`src/logic/op_status_pkg.sv`:
```
/*
 * Constants for the flash operation status register: bit positions,
 * command codes and reset values.
 * Assumes one 20 MHz clock domain and a synchronous command stream.
 */
package op_status_pkg;
	localparam logic [7:0] CMD_CLEAR_STATUS = 8'h50;
	localparam logic [7:0] CMD_SUSPEND      = 8'hb0;
	localparam logic [7:0] CMD_RESUME       = 8'hd0;

	localparam int BIT_CTRL_READY    = 7;
	localparam int BIT_ERASE_SUSP    = 6;
	localparam int BIT_ERASE_ERR     = 5;
	localparam int BIT_PROG_ERR      = 4;
	localparam int BIT_SUPPLY_ERR    = 3;
	localparam int BIT_PROG_SUSP     = 2;
	localparam int BIT_PROTECT_ERR   = 1;
	localparam int BIT_UNLOCKED      = 0;

	localparam logic [7:0] STATUS_RESET = 8'h80;

	typedef enum logic [3:0] {
		ST_IDLE   = 4'b0001,
		ST_PROG   = 4'b0010,
		ST_ERASE  = 4'b0100,
		ST_PAUSED = 4'b1000
	} ctrl_state_t;
endpackage : op_status_pkg

```
`src/logic/op_status.sv`:
```
/*
 * Status register of the program/erase controller of a flash memory.
 * Assumes the command decoder presents one-cycle command strobes and
 * the array engine reports verify results and pause points as pulses.
 */
`timescale 1ns/10ps
module op_status
	import op_status_pkg::*;
#(
	parameter bit HAS_PASSWORD = 1'b1
) (
	input  wire logic       clk_i,
	input  wire logic       rstn_i,
	input  wire logic       cmd_valid_i,
	input  wire logic [7:0] cmd_code_i,
	input  wire logic       prog_start_i,
	input  wire logic       erase_start_i,
	input  wire logic       target_protected_i,
	input  wire logic       supply_ok_i,
	input  wire logic       op_done_i,
	input  wire logic       verify_fail_i,
	input  wire logic       unlock_try_i,
	input  wire logic       unlock_ok_i,
	input  wire logic       pause_point_i,
	output logic            array_go_o,
	output logic            ctrl_busy_o,
	output logic [7:0]      low_data_lines_o
);

	// Whole controller state in one register; the status byte is a view of it
	typedef struct packed {
		ctrl_state_t st;
		logic        erase_susp;
		logic        erase_err;
		logic        prog_err;
		logic        supply_err;
		logic        prog_susp;
		logic        protect_err;
		logic        unlocked;
		logic        susp_req;
	} state_t;

	state_t q, d;

	logic clear_cmd, susp_cmd, resume_cmd, start, abort;
	assign clear_cmd  = cmd_valid_i && cmd_code_i == CMD_CLEAR_STATUS;
	assign susp_cmd   = cmd_valid_i && cmd_code_i == CMD_SUSPEND;
	assign resume_cmd = cmd_valid_i && cmd_code_i == CMD_RESUME;
	assign start      = (prog_start_i || erase_start_i) && q.st == ST_IDLE;
	// Supply is looked at only in this start cycle
	assign abort      = start && (target_protected_i || !supply_ok_i);

	always_comb begin
		d = q;
		// Clear first so that a same-cycle event below wins over it
		if (clear_cmd) begin
			d.prog_err    = 1'b0;
			d.supply_err  = 1'b0;
			d.protect_err = 1'b0;
			d.erase_err   = 1'b0;
		end
		if (abort && target_protected_i)
			d.protect_err = 1'b1;
		if (abort && !supply_ok_i)
			d.supply_err = 1'b1;
		// A wrong password reports through the program error bit; an unlock
		// holds until reset, as this block has no relock command
		if (unlock_try_i && q.st == ST_IDLE) begin
			if (unlock_ok_i)
				d.unlocked = 1'b1;
			else
				d.prog_err = 1'b1;
		end
		case (q.st)
			ST_IDLE: begin
				if (start && !abort)
					d.st = prog_start_i ? ST_PROG : ST_ERASE;
			end
			ST_PROG, ST_ERASE: begin
				// Request is held until the engine offers a pause point or ends
				if (susp_cmd)
					d.susp_req = 1'b1;
				// Done wins over a pause point in the same cycle: nothing is left to resume
				if (op_done_i) begin
					d.st = ST_IDLE;
					d.susp_req = 1'b0;
					if (verify_fail_i && q.st == ST_PROG)
						d.prog_err = 1'b1;
					if (verify_fail_i && q.st == ST_ERASE)
						d.erase_err = 1'b1;
				end else if ((q.susp_req || susp_cmd) && pause_point_i) begin
					d.st = ST_PAUSED;
					d.susp_req = 1'b0;
					d.prog_susp  = q.st == ST_PROG;
					d.erase_susp = q.st == ST_ERASE;
				end
			end
			ST_PAUSED: begin
				if (resume_cmd) begin
					d.st = q.prog_susp ? ST_PROG : ST_ERASE;
					d.prog_susp = 1'b0;
					d.erase_susp = 1'b0;
				end
			end
			default: d.st = ST_IDLE;
		endcase
	end

	always_ff @(posedge clk_i or negedge rstn_i) begin
		if (!rstn_i) begin
			q <= '{st: ST_IDLE, default: 1'b0};
		end else begin
			q <= d;
		end
	end

	// Ready comes from the state itself, so it cannot disagree with the array enable
	assign array_go_o  = q.st == ST_PROG || q.st == ST_ERASE;
	assign ctrl_busy_o = array_go_o;

	always_comb begin
		low_data_lines_o = {~array_go_o, q.erase_susp, q.erase_err, q.prog_err,
			q.supply_err, q.prog_susp, q.protect_err,
			HAS_PASSWORD ? q.unlocked : 1'b1};
	end

	// Sticky error bits: set by their event, dropped only by clear status or reset
	AST_PROT_SET: assert property (@(posedge clk_i) disable iff (!rstn_i)
		start && target_protected_i |=> q.protect_err && q.st == ST_IDLE)
		else $error("protect bit not set or not idle");
	AST_SUPPLY_SET: assert property (@(posedge clk_i) disable iff (!rstn_i)
		start && !supply_ok_i |=> q.supply_err && q.st == ST_IDLE)
		else $error("supply bit not set or not idle");
	AST_STICKY: assert property (@(posedge clk_i) disable iff (!rstn_i)
		q.prog_err && !clear_cmd |=> q.prog_err)
		else $error("program error bit dropped");
	AST_STICKY_SUPPLY: assert property (@(posedge clk_i) disable iff (!rstn_i)
		q.supply_err && !clear_cmd |=> q.supply_err)
		else $error("supply error bit dropped");
	AST_STICKY_PROTECT: assert property (@(posedge clk_i) disable iff (!rstn_i)
		q.protect_err && !clear_cmd |=> q.protect_err)
		else $error("protect error bit dropped");
	AST_STICKY_ERASE: assert property (@(posedge clk_i) disable iff (!rstn_i)
		q.erase_err && !clear_cmd |=> q.erase_err)
		else $error("erase error bit dropped");
	AST_CLEAR_ERRORS: assert property (@(posedge clk_i) disable iff (!rstn_i)
		clear_cmd && q.st == ST_IDLE && !start && !unlock_try_i
		|=> !q.prog_err && !q.supply_err && !q.protect_err && !q.erase_err)
		else $error("clear status left an error bit set");
	AST_PROG_FAIL: assert property (@(posedge clk_i) disable iff (!rstn_i)
		q.st == ST_PROG && op_done_i && verify_fail_i |=> q.prog_err)
		else $error("program failure not flagged");
	AST_ERASE_FAIL: assert property (@(posedge clk_i) disable iff (!rstn_i)
		q.st == ST_ERASE && op_done_i && verify_fail_i |=> q.erase_err)
		else $error("erase failure not flagged");

	// Supply is judged once per start; a refused start never enables the array
	AST_SUPPLY_IGNORED: assert property (@(posedge clk_i) disable iff (!rstn_i)
		q.st != ST_IDLE && !q.supply_err |=> !q.supply_err)
		else $error("supply bit set while an operation ran");
	AST_ABORT_NO_GO: assert property (@(posedge clk_i) disable iff (!rstn_i)
		abort |=> !array_go_o && low_data_lines_o[BIT_CTRL_READY])
		else $error("refused operation reached the array");

	// Suspend and resume
	AST_RESUME: assert property (@(posedge clk_i) disable iff (!rstn_i)
		q.st == ST_PAUSED && resume_cmd |=> !q.prog_susp && !q.erase_susp)
		else $error("suspend bit kept after resume");
	AST_BUSY_UNTIL_PAUSE: assert property (@(posedge clk_i) disable iff (!rstn_i)
		q.st == ST_PROG && susp_cmd && !pause_point_i && !op_done_i
		|=> !low_data_lines_o[BIT_CTRL_READY])
		else $error("ready before pause");
	AST_SUSP_READY: assert property (@(posedge clk_i) disable iff (!rstn_i)
		q.prog_susp |-> low_data_lines_o[BIT_CTRL_READY])
		else $error("suspended but busy");
	AST_PROG_SUSP_SET: assert property (@(posedge clk_i) disable iff (!rstn_i)
		q.st == ST_PROG && (q.susp_req || susp_cmd) && pause_point_i && !op_done_i
		|=> q.prog_susp && low_data_lines_o[BIT_CTRL_READY])
		else $error("program pause not reported");
	AST_ERASE_SUSP_SET: assert property (@(posedge clk_i) disable iff (!rstn_i)
		q.st == ST_ERASE && (q.susp_req || susp_cmd) && pause_point_i && !op_done_i
		|=> q.erase_susp && low_data_lines_o[BIT_CTRL_READY])
		else $error("erase pause not reported");
	AST_DONE_NO_SUSP: assert property (@(posedge clk_i) disable iff (!rstn_i)
		q.st == ST_PROG && op_done_i |=> q.st == ST_IDLE && !q.prog_susp)
		else $error("suspend bit set after completion");

	// Lock state
	AST_CLEAR_KEEPS: assert property (@(posedge clk_i) disable iff (!rstn_i)
		clear_cmd && q.st == ST_IDLE && !unlock_try_i |=> $stable(q.unlocked))
		else $error("clear altered lock state");
	AST_RESET_LOCK: assert property (@(posedge clk_i)
		$rose(rstn_i) |-> low_data_lines_o[BIT_UNLOCKED] == !HAS_PASSWORD)
		else $error("not locked after reset");

	COV_PROG_DONE: cover property (@(posedge clk_i) disable iff (!rstn_i)
		q.st == ST_PROG ##1 q.st == ST_IDLE);
	COV_SUSPEND: cover property (@(posedge clk_i) disable iff (!rstn_i)
		q.st == ST_PAUSED ##[1:20] resume_cmd);
	COV_ABORT: cover property (@(posedge clk_i) disable iff (!rstn_i) abort);
	COV_UNLOCK: cover property (@(posedge clk_i) disable iff (!rstn_i) $rose(q.unlocked));

endmodule : op_status

```
`config.mk`:
```
export PLATFORM = sky130hd
export DESIGN_NAME = op_status
export DESIGN_NICKNAME = d
export VERILOG_FILES = /design/src/logic/op_status_pkg.sv /design/src/logic/op_status.sv
export SDC_FILE = /design/constraint.sdc
export NUM_CORES = 1
export LEC_CHECK = 0
export BUFFER_PORTS_ARGS = -buffer_cell sky130_fd_sc_hd__buf_4
export CAP_MARGIN = 15
export CORE_AREA = 2 2 50 52
export CTS_CLUSTER_SIZE = 16
export DETAILED_ROUTE_END_ITERATION = 10
export DIE_AREA = 0 0 52 54
export GPL_TIMING_DRIVEN = 0
export HOLD_SLACK_MARGIN = 0.1
export PLACE_DENSITY = 0.66
export SETUP_SLACK_MARGIN = 0.1
export SYNTH_ARGS = -nofsm -noshare
export SYNTH_HDL_FRONTEND = slang
export SYNTH_SLANG_ARGS = --single-unit
```
`constraint.sdc`:
```
create_clock -name clk_i -period 2 [get_ports clk_i]
set_clock_uncertainty 0.2 [all_clocks]
set_input_delay 0.4 -clock clk_i [delete_from_list [all_inputs] [get_ports clk_i]]
set_output_delay 0.4 -clock clk_i [all_outputs]
set_load 0.005 [all_outputs]
```
# After elaboration in Yosys (flattened, before gate mapping)
# Index checks and enable logic that the tools add are counted.
[totals]
ff_bits = 12
input_bits = 20
out_inout_bits = 10
[op_classes]
eq_ne = 12
n_mux = 26
bitwise_logic = 1
reduce_logical = 27
[op_table]
columns = ["cell", "n"]
rows = [
  ["$eq 8x8->1 const B", 2],
  ["$mux 1", 14],
  ["$logic_and 1x1->1", 12],
  ["$pmux 4 s3", 1],
  ["$mux 5", 2],
  ["$mux 3", 3],
  ["$eq 8x7->1 const B", 1],
  ["$mux 4", 2],
  ["$ne 2x2->1 const B", 3],
  ["$reduce_bool 2->1", 3],
  ["$eq 4x1->1 const B", 1],
  ["$eq 4x2->1 const B", 1],
  ["$eq 4x3->1 const B", 1],
  ["$eq 4x4->1 const B", 1],
  ["$logic_or 1x1->1", 4],
  ["$mux 2", 2],
  ["$pmux 1 s2", 2],
  ["$reduce_and 2->1", 2],
  ["$reduce_and 4->1", 1],
  ["$ne 3x3->1 const B", 1],
  ["$reduce_and 3->1", 1],
  ["$reduce_bool 3->1", 1],
  ["$logic_not 1->1", 2],
  ["$ne 2x1->1 const B", 1],
  ["other kinds (2)", 2],
]

# Depth between registers and ports, before layout
# Gate-level depths: netlist (run 1).
[logic_depth]
ltp_word = 8
mapped_depth = 4
mapped_depth_nobuf = 4

# Least setup slack after synthesis (run 1)
# No wires, ideal clock.
[synth_path]
path_kind = "input -> register"
startpoint = "in cmd_code_i[1]"
endpoint = "reg q[10] (netlist name)"
setup_ns = 0.128
t_arrival_ns = 1.781
setup_slack_ns = -0.109
path_stages = 4
n_path_buf = 0
cell_sequence = "or4_4 > o41ai_4 > o211ai_2 > mux2_1"
[synth_via]
elab_chain_len = 6
word_cells_on_any_way = 9
cone_classes = "eq/ne (4); reduce/logical (5)"
[synth_lines]
columns = ["element", "line_no", "text"]
rows = [
  ["from (decl)", "op_status.sv:15", "input wire logic [7:0] cmd_code_i,"],
  ["$eq 8x8->1", "op_status.sv:47", "assign susp_cmd = cmd_valid_i && cmd_code_i == CMD_SUSPEND;"],
  ["$logic_and 1x1->1", "op_status.sv:47", ""],
  ["$logic_or 1x1->1", "op_status.sv:91", "end else if ((q.susp_req || susp_cmd) && pause_point_i) begin"],
  ["$logic_and 1x1->1", "op_status.sv:91", ""],
  ["$ne 3x3->1 (no line)", "n/a", ""],
  ["$reduce_and 3->1 (no line) *", "n/a", ""],
  ["to (signal assigned)", "op_status.sv:111", "q <= '{st: ST_IDLE, default: 1'b0};"],
  ["to (signal assigned)", "op_status.sv:113", "q <= d;"],
  ["to (decl)", "op_status.sv:43", "state_t q, d;"],
]
# Mark *: on every way between the ends. The rest lies on a longest branch, timed or not.
# A chain may end at the register's enable or synchronous reset.

# Worst setup path after layout (run 1)
[layout_path]
startpoint = "reg q[10] (netlist name)"
endpoint = "reg q[10] (netlist name)"
[layout_via]
elab_chain_len = 7
word_cells_on_any_way = 14
cone_classes = "eq/ne (7); mux (1); reduce/logical (6)"
[layout_lines]
columns = ["element", "line_no", "text"]
rows = [
  ["$eq 4x1->1", "op_status.sv:49, op_status.sv:74", ""],
  ["$logic_and 1x1->1", "op_status.sv:49", "assign start = (prog_start_i || erase_start_i) && q.st == ST_IDLE;"],
  ["$logic_and 1x1->1", "op_status.sv:51", "assign abort = start && (target_protected_i || !supply_ok_i);"],
  ["$logic_not 1->1", "op_status.sv:76", "if (start && !abort)"],
  ["$logic_and 1x1->1", "op_status.sv:76", ""],
  ["$ne 2x1->1 (no line)", "n/a", ""],
  ["$reduce_and 3->1 (no line)", "n/a", ""],
]
# Parallel ways exist; a longest one is shown, timed or not.

==> results.json, run 1 <==
{
  "routed_via_density": 4.91,
  "yosys_warnings": 0,
  "ant_nets": 0,
  "fp.dieH_um": 54,
  "clkPwrFrac": 0.152,
  "die_area_um2": 2810,
  "reg2reg_to": "q[10]",
  "synth_area_leaders": "dfrtp_1 (37%), buf_4 (8.0%), nand2_1 (5.5%)",
  "fillers": 203,
  "yosys.area_share.adder": 0,
  "crit_type": "reg2reg",
  "drc": 0,
  "rows": 18,
  "drv_cap": 0,
  "clk_pin_slew_ns": 0.08,
  "yosys.area.top_type": "dfrtp_1",
  "start_kind": "register",
  "outcome": "finished clean",
  "critical_path.cell_chain": "xnor2_4 -> or4_4 -> o211ai_4 -> mux2_4",
  "drtIter0Drc": 13,
  "hpwl_um": 1370,
  "pre_cts_ws_ns": -0.247,
  "cts_buffers": 3,
  "p_sw_frac": 0.357,
  "peakVddDrop_mv": 0.427,
  "syn_avg_cell_area_um2": 9.86,
  "htree_levels": 1,
  "wl_um": 2020,
  "postSynth.topFlopCell": "dfrtp_1",
  "cp_slowest_cell": "dfrtp_2",
  "netlist.area_leader.share": 0.367,
  "slowest_delay_ns": 0.48,
  "multi_input_area_um2": 458,
  "reg2reg_setup_slack_ns": 0.02,
  "vias": 722,
  "finalSetupViolations": 0,
  "yosysSeqAreaShare": 0.402,
  "clock_path_buffers": 2,
  "initial_core_util": 0.323,
  "final-seq-area_um2": 305,
  "syn-num-nets": 96,
  "num_io_pins": 30,
  "finalHoldViolations": 0,
  "critPathArrivalTime_ns": 1.94,
  "clock-root-buffer": "clkbuf_4",
  "layout.nets": 138,
  "synthSimpleGateAreaFrac": 0.232,
  "reg2regPathDepth": 4,
  "rr_startpoint": "q[10]",
  "firstDrtPassIters": 4,
  "antenna_found_initial": 0,
  "fin_area_um2": 1210,
  "synth_edf_count": 0,
  "grt_pass1_vias": 696,
  "grt_util_all_layers": 0.156,
  "synth_cells": 76,
  "fp.dieW_um": 52,
  "place.gp.congestion": 0.861,
  "relSlewSlack": 0.734,
  "grt_pass1_wl_um": 3090,
  "rsz0062_at_grt": "true",
  "powerDensity_nw_per_um2": 910,
  "endpoint": "q[10]",
  "drt-wirelength-per-cell_um": 13.7,
  "leakage_uw": 0.000564,
  "synth_seq_cells": 12,
  "cp.required_ns": 1.97,
  "fin_crit_sh": 0.989,
  "worstHoldStart": "supply_ok_i",
  "clock_sinks": 12,
  "synthXorXnorAreaFrac": 0.0117,
  "worst_pin_slew_ns": 0.398,
  "mostFrequentLayoutCell": "buf_4",
  "p_int_uw": 706,
  "seqPwrFrac": 0.326,
  "antenna_cells": 0,
  "dpl-instance-area_um2": 1020,
  "synth_cell_types": 29,
  "grt_start_max_net_pins": 13,
  "insertion_delay_ns": 0.28,
  "layout-drive-gt1-share": 0.590,
  "syn_area_um2": 749,
  "port_buffers": 29,
  "area_delta_synth_final_pct": 60.9,
  "power.switching_uw": 392,
  "grt_overflow": 0,
  "layout_common_cells": "buf_4 (42), nand2_1 (9), dfrtp_1 (8)",
  "synth-compound-area-share": 0.187,
  "fmax_ghz": 0.505,
  "min_path_cells": 2,
  "slew_viol_final": 0,
  "cts_tree": "done",
  "cp_max_fo": 3,
  "fin_crit_ns": 1.98,
  "endpoint_kind": "register",
  "synth.mux.area_fraction": 0.0568,
  "hp-class": "in2reg",
  "setup_ws_ns": 0.0212,
  "synth_top_family_by_area": "simple AND/OR/NAND/NOR gates",
  "async_flop_share": 1.00,
  "combinationalPowerShare": 0.522,
  "coreArea_um2": 2320,
  "crit_path_start": "q[10]"
}
[worst max-delay path: cells and delay by family, from the launching register on]
kind            cells  cell delay (ns)
compound gates      1             0.24
xor+xnor            1             0.17
flops               1             0.48
mux                 1             0.32
simple gates        1             0.46
[state kept, by name, indices dropped and copies added, names as in the netlist]
signal,cells
low_data_lines_o,7
q,5
[power by group through the flow]
| stage | Combinational, uW | Sequential [uW] | Clock, uW |
|---|---|---|---|
| finish | 574 | 357 | 167 |
| global route | 610 | 362 | 181 |
| CTS | 490 | 340 | 168 |
| detailed placement | 350 | 343 | 0 |
| global placement | 337 | 338 | 0 |
| floorplan | 221 | 330 | 0 |
[synth_stat cells (2+ instances only)]
library cell	count
o21ai_1	5
nand2_1	11
nor2_1	2
mux2i_1	2
or4_1	2
nor4b_2	2
nand3b_1	4
a21oi_1	2
inv_1	6
a31oi_1	2
buf_4	8
nor3_1	2
mux2_1	2
dfrtp_1	11
[cell families after synthesis]
kind of cell,after synthesis
flip-flops,12
buffers and inverters,14
AO/OA/AOI/OAI,17
XOR/XNOR,1
AND/OR/NAND/NOR,28
multiplexers,4
[final cells by class]
type                    instances  area share
multi-input cells              50       0.380
clock buffers                   4      0.0218
inverters                       6      0.0187
flip-flops and latches         12       0.253
well taps                      30      0.0311
plain buffers                   8      0.0498
repair buffers                 37       0.246
[what timing repair did]
item                                    CTS  global route
gates resized for setup                   7            11
buffers inserted                          7             0
hold buffers                              1             0
endpoints found under the setup margin    8             7
hold endpoints to repair                 12             0
pin swaps                                 3             5
[worst min path at each step]
stage,slack [ns],endpoint
floorplan,-0.1,low_data_lines_o[0]
global placement,0.05,low_data_lines_o[4]
detailed placement,0.05,low_data_lines_o[4]
CTS,0.11,low_data_lines_o[3]
global route,0.13,low_data_lines_o[3]
finish,0.11,low_data_lines_o[3]
[metal layers]
metal / up-vias / track usage / share of wire
met1: 343 / 0.168 / 0.41
met5: - / 0 / 0
met3: 5 / 0.00833 / 0.034
li1: 349 / - / -
met4: 0 / 0.105 / 0.027
met2: 25 / 0.293 / 0.52
[metrics by stage]
stage	cells	setup TNS, ns	hold WS (ns)	utilization	total power [uW]
2_1_floorplan	76	0	-0.0956	-	552
3_3_place_gp	135	-1.11	0.0481	0.439	675
3_5_place_dp	135	-1.29	0.0537	0.439	693
4_1_cts	147	-0.0452	0.109	0.498	998
5_1_grt	147	-0.00310	0.125	0.520	1150
6_report	147	0	0.111	0.520	1100
No activity file was read; power rests on OpenSTA's default activity.
==> run 2: changes to the inputs <==
--- a/config.mk
+++ b/config.mk
@@ -11,7 +11,6 @@
 export CTS_CLUSTER_SIZE = 16
 export DETAILED_ROUTE_END_ITERATION = 10
 export DIE_AREA = 0 0 52 54
-export GPL_TIMING_DRIVEN = 0
 export HOLD_SLACK_MARGIN = 0.1
 export PLACE_DENSITY = 0.66
 export SETUP_SLACK_MARGIN = 0.1
==> run 2 against run 1 <==
Effect of this change:
- global-route usage decreased by 1.3 points
- die area did not move
- routed wire length shrank 10%
- sequential power decreased by 7.8%
- design area is 7.2% lower
- power shrank 7.5%
- core utilization shrank 3.7 points
- worst hold slack better by 0.033 ns
- via count is 5.1% lower
- critical path type unchanged
==> results.json, run 2 (same netlist as run 1, synthesis figures left out) <==
{
  "finalHoldViolations": 0,
  "ant_nets": 0,
  "wl_um": 1820,
  "grt_pass1_vias": 680,
  "vias": 685,
  "place.gp.congestion": 0.823,
  "cts_tree": "done",
  "seqPwrFrac": 0.324,
  "combinationalPowerShare": 0.480,
  "htree_levels": 1,
  "grt_start_max_net_pins": 13,
  "fin_crit_sh": 0.959,
  "die_area_um2": 2810,
  "finalSetupViolations": 0,
  "rows": 18,
  "fmax_ghz": 0.521,
  "cp_max_fo": 7,
  "port_buffers": 29,
  "slew_viol_final": 0,
  "fin_crit_ns": 1.92,
  "dpl-instance-area_um2": 1000,
  "routed_via_density": 4.86,
  "hpwl_um": 1440,
  "layout_common_cells": "buf_4 (36), dfrtp_1 (11), nand2_1 (10)",
  "leakage_uw": 0.000538,
  "outcome": "finished clean",
  "grt_pass1_wl_um": 2860,
  "layout-drive-gt1-share": 0.523,
  "cp.required_ns": 1.97,
  "power.switching_uw": 339,
  "num_io_pins": 30,
  "powerDensity_nw_per_um2": 907,
  "fin_area_um2": 1120,
  "grt_util_all_layers": 0.143,
  "relSlewSlack": 0.685,
  "clk_pin_slew_ns": 0.08,
  "fp.dieH_um": 54,
  "start_kind": "register",
  "p_sw_frac": 0.334,
  "setup_ws_ns": 0.0815,
  "rsz0062_at_grt": "true",
  "coreArea_um2": 2320,
  "clock-root-buffer": "clkbuf_4",
  "antenna_cells": 0,
  "layout.nets": 132,
  "hp-class": "in2reg",
  "mostFrequentLayoutCell": "buf_4",
  "clock_sinks": 12,
  "pre_cts_ws_ns": -0.217,
  "largest_reg_flops": 7,
  "critPathArrivalTime_ns": 1.88,
  "drtIter0Drc": 10,
  "grt_overflow": 0,
  "endpoint_kind": "register",
  "area_delta_synth_final_pct": 49.4,
  "worst_pin_slew_ns": 0.468,
  "fin_hold_ws_ns": 0.145,
  "firstDrtPassIters": 4,
  "clkPwrFrac": 0.196,
  "clock_path_buffers": 2,
  "peakVddDrop_mv": 0.459,
  "crit_type": "reg2reg",
  "drt-wirelength-per-cell_um": 12.9,
  "antenna_found_initial": 0,
  "insertion_delay_ns": 0.28,
  "drv_cap": 0,
  "fin_total_pwr_uw": 1020,
  "fp.dieW_um": 52,
  "initial_core_util": 0.323,
  "drc": 0,
  "cts_buffers": 3,
  "p_int_uw": 676
}
-- run 2: area by class of cell --
| class | instances | area (um^2) |
|---|---|---|
| Clock buffer | 4 | 36.3 |
| Tap cell | 30 | 37.5 |
| Sequential cell | 12 | 302 |
| Inverter | 6 | 22.5 |
| Multi-Input combinational cell | 50 | 420 |
| Timing Repair Buffer | 39 | 302 |
| Fill cell | 218 | 1200 |
-- run 2: worst paths after layout --
path / startpoint / end / slack [ns] / cells after the start
max: q[11] / q[9] / 0.08 / 3
min: unlock_ok_i / low_data_lines_o[4] / 0.14 / 2
max reg2reg: q[11] / q[9] / 0.08 / 3
min reg2reg: low_data_lines_o[0] / low_data_lines_o[0] / 0.28 / 1
max in group asynchronous: rstn_i / q[8] / 1.08 / 2
min in group asynchronous: rstn_i / low_data_lines_o[5] / 0.29 / 2
-- run 2: per-stage QoR --
stage,TNS [ns],std cells,utilization
finish,0,141,0.483
global placement,-1.02,133,0.432
detailed placement,-1.23,133,0.432
CTS,0,140,0.471
global route,0,141,0.483
floorplan,0,76,-
-- run 2: per-layer routing --
metal | GRT usage | up-vias | share of wire
li1 | - | 340 | -
met3 | 0.0194 | 2 | 0.028
met5 | 0 | - | 0
met4 | 0.118 | 0 | 0.010
met1 | 0.153 | 327 | 0.43
met2 | 0.249 | 16 | 0.53
-- run 2: power groups by stage --
stage / combinational [uW] / sequential, uW / clock (uW)
2_1_floorplan: 221 / 330 / 0
3_3_place_gp: 372 / 324 / 0
3_5_place_dp: 384 / 328 / 0
4_1_cts: 438 / 329 / 205
5_1_grt: 527 / 337 / 213
6_report: 487 / 329 / 199
-- run 2: worst max-delay path, stage by stage (launching register included) --
cell      delay (ns)
dfrtp_1         0.48
or4_4           0.57
o211ai_4        0.23
mux2_4          0.32
-- run 2: timing repair --
action / in CTS / in global routing
endpoints found under the setup margin: 5 / 7
setup buffers: 1 / 1
hold buffers: 2 / 0
hold endpoints to repair: 13 / 0
pin swaps: 1 / 0
gates resized for setup: 5 / 5
==> run 3: changes to the inputs <==
--- a/config.mk
+++ b/config.mk
@@ -12,7 +12,7 @@
 export DETAILED_ROUTE_END_ITERATION = 10
 export DIE_AREA = 0 0 52 54
 export HOLD_SLACK_MARGIN = 0.1
-export PLACE_DENSITY = 0.66
+export PLACE_DENSITY = 0.63
 export SETUP_SLACK_MARGIN = 0.1
 export SYNTH_ARGS = -nofsm -noshare
 export SYNTH_HDL_FRONTEND = slang
==> constraint.sdc (replaced) <==
create_clock -name clk_i -period 2.5 [get_ports clk_i]
set_clock_uncertainty 0.2 [all_clocks]
set_input_delay 0.5 -clock clk_i [delete_from_list [all_inputs] [get_ports clk_i]]
set_output_delay 0.5 -clock clk_i [all_outputs]
set_load 0.005 [all_outputs]
==> run 3 against run 2 <==
Effect of this change:
- first-iteration DRC count is 60% lower
- design area is 10% lower
- via count is 5.0% lower
- cell count is 5.7% lower
- critical path depth is 2 higher
- sequential power is 17% lower
- non-clock buffer count is 8 lower
- global-route usage is 1.1 points lower
- worst hold slack better by 0.060 ns
- power is 32% lower
- routed wire length is 13% lower
- die area stayed put
- critical path type is now in2reg
- largest cell class unchanged
==> results.json, run 3 (same netlist as run 1, synthesis figures left out) <==
{
  "outcome": "finished clean",
  "layout.nets": 124,
  "finalSetupViolations": 0,
  "antenna_found_initial": 0,
  "cp.required_ns": 2.45,
  "htree_levels": 1,
  "drt-wirelength-per-cell_um": 11.9,
  "cp_max_fo": 5,
  "initial_core_util": 0.323,
  "die_area_um2": 2810,
  "endpoint_kind": "register",
  "clock_sinks": 12,
  "start_kind": "input port",
  "peakVddDrop_mv": 0.416,
  "layout_common_cells": "buf_4 (30), nand2_1 (11), dfrtp_1 (11)",
  "min_to": "low_data_lines_o[3]",
  "grt_overflow": 0,
  "mostFrequentLayoutCell": "buf_4",
  "clock-root-buffer": "clkbuf_4",
  "drc": 0,
  "powerDensity_nw_per_um2": 686,
  "reg2reg_to": "q[10]",
  "drtIter0Drc": 4,
  "critical_path.cell_chain": "buf_4 -> or4_4 -> o31ai_2 -> o211ai_2 -> mux2_1",
  "largest_reg_flops": 7,
  "rr_startpoint": "q[9]",
  "fp.dieW_um": 52,
  "antenna_cells": 0,
  "rows": 18,
  "reg2reg_setup_slack_ns": 0.51,
  "critPathArrivalTime_ns": 2.05,
  "tns_ns": 0,
  "wl_um": 1580,
  "grt_pass1_vias": 579,
  "cp_slowest_cell": "or4_4",
  "drv_cap": 0,
  "grt_start_max_net_pins": 13,
  "relSlewSlack": 0.675,
  "worstHoldStart": "supply_ok_i",
  "vias": 651,
  "insertion_delay_ns": 0.27,
  "slowest_delay_ns": 0.57,
  "coreArea_um2": 2320,
  "grt_pass1_wl_um": 2590,
  "place.gp.congestion": 0.760,
  "ant_nets": 0,
  "rsz0062_at_grt": "false",
  "grt_util_all_layers": 0.131,
  "cts_tree": "done",
  "worst_pin_slew_ns": 0.487,
  "firstDrtPassIters": 4,
  "layout-drive-gt1-share": 0.427,
  "hp-class": "in2reg",
  "fin_crit_sh": 0.840,
  "area_delta_synth_final_pct": 33.9,
  "finalHoldViolations": 0,
  "clock_path_buffers": 2,
  "num_io_pins": 30,
  "min_path_cells": 2,
  "clk_pin_slew_ns": 0.07,
  "routed_via_density": 4.89,
  "port_buffers": 29,
  "fp.dieH_um": 54,
  "slew_viol_final": 0,
  "fin_crit_ns": 2.10,
  "fmax_ghz": 0.476,
  "setup_ws_ns": 0.399,
  "hpwl_um": 1290,
  "crit_type": "in2reg",
  "pre_cts_ws_ns": 0.106,
  "leakage_uw": 0.000481,
  "reg2regPathDepth": 4,
  "cts_buffers": 3
}
==> run 3: cell types whose count changed in the layout (fill, tap and decap cells not counted), sizes merged <==
| cell | previous run | this run |
|---|---|---|
| buf | 37 | 30 |
| dlygate4sd3 | 2 | 1 |
==> run 3: final cells by class <==
type / instances / area (um^2)
repair buffers: 31 / 235
clock buffers: 4 / 36.3
fillers: 233 / 1320
inverters: 6 / 22.5
flip-flops and latches: 12 / 302
well taps: 30 / 37.5
multi-input cells: 50 / 370
==> run 3: per-layer routing <==
layer	GRT usage	wire, um	up-vias
met5	0	0	-
met3	0.0500	94	2
met1	0.151	630	309
met2	0.213	825	16
li1	-	-	324
met4	0.0658	27	0
==> run 3: what timing repair did <==
item / 4_1_cts / 5_1_grt
hold buffers: 1 / 0
buffers inserted: 0 / 0
gates resized for setup: 0 / 1
setup endpoints to repair: 0 / 2
hold endpoints to repair: 12 / 0
==> run 3: power breakdown <==
part / total [uW] / internal [uW] / switching (uW)
clock: 151 / 88.5 / 62.9
combinational: 265 / 145 / 119
sequential: 272 / 230 / 41.3
==> run 3: worst max-delay path by stage <==
| stage | start | to | depth (start not counted) |
|---|---|---|---|
| 2_1_floorplan | cmd_code_i[1] | q[10] | 4 |
| 3_3_place_gp | cmd_code_i[1] | q[10] | 5 |
| 3_5_place_dp | cmd_code_i[1] | q[10] | 5 |
| 4_1_cts | q[9] | low_data_lines_o[7] | 4 |
| 5_1_grt | q[9] | low_data_lines_o[7] | 4 |
| 6_report | cmd_code_i[1] | q[10] | 5 |
==> run 3: per-stage QoR <==
| stage | area (um^2) | hold slack [ns] | total power [uW] | utilization | instances |
|---|---|---|---|---|---|
| after global routing | 1000 | 0.184 | 752 | 0.433 | 133 |
| after floorplan | 749 | 0.00441 | 440 | - | 76 |
| final | 1000 | 0.205 | 688 | 0.433 | 133 |
| after detailed placement | 952 | 0.147 | 538 | 0.410 | 128 |
| after global placement | 952 | 0.148 | 532 | 0.410 | 128 |
| after CTS | 998 | 0.198 | 694 | 0.430 | 133 |
==> run 3: critical path, delay by kind of cell <==
kind	cells	cell delay [ns]
AOI/OAI and AO/OA	2	0.54
buffers and inverters	1	0.11
muxes	1	0.33
and+or+nand+nor	1	0.57
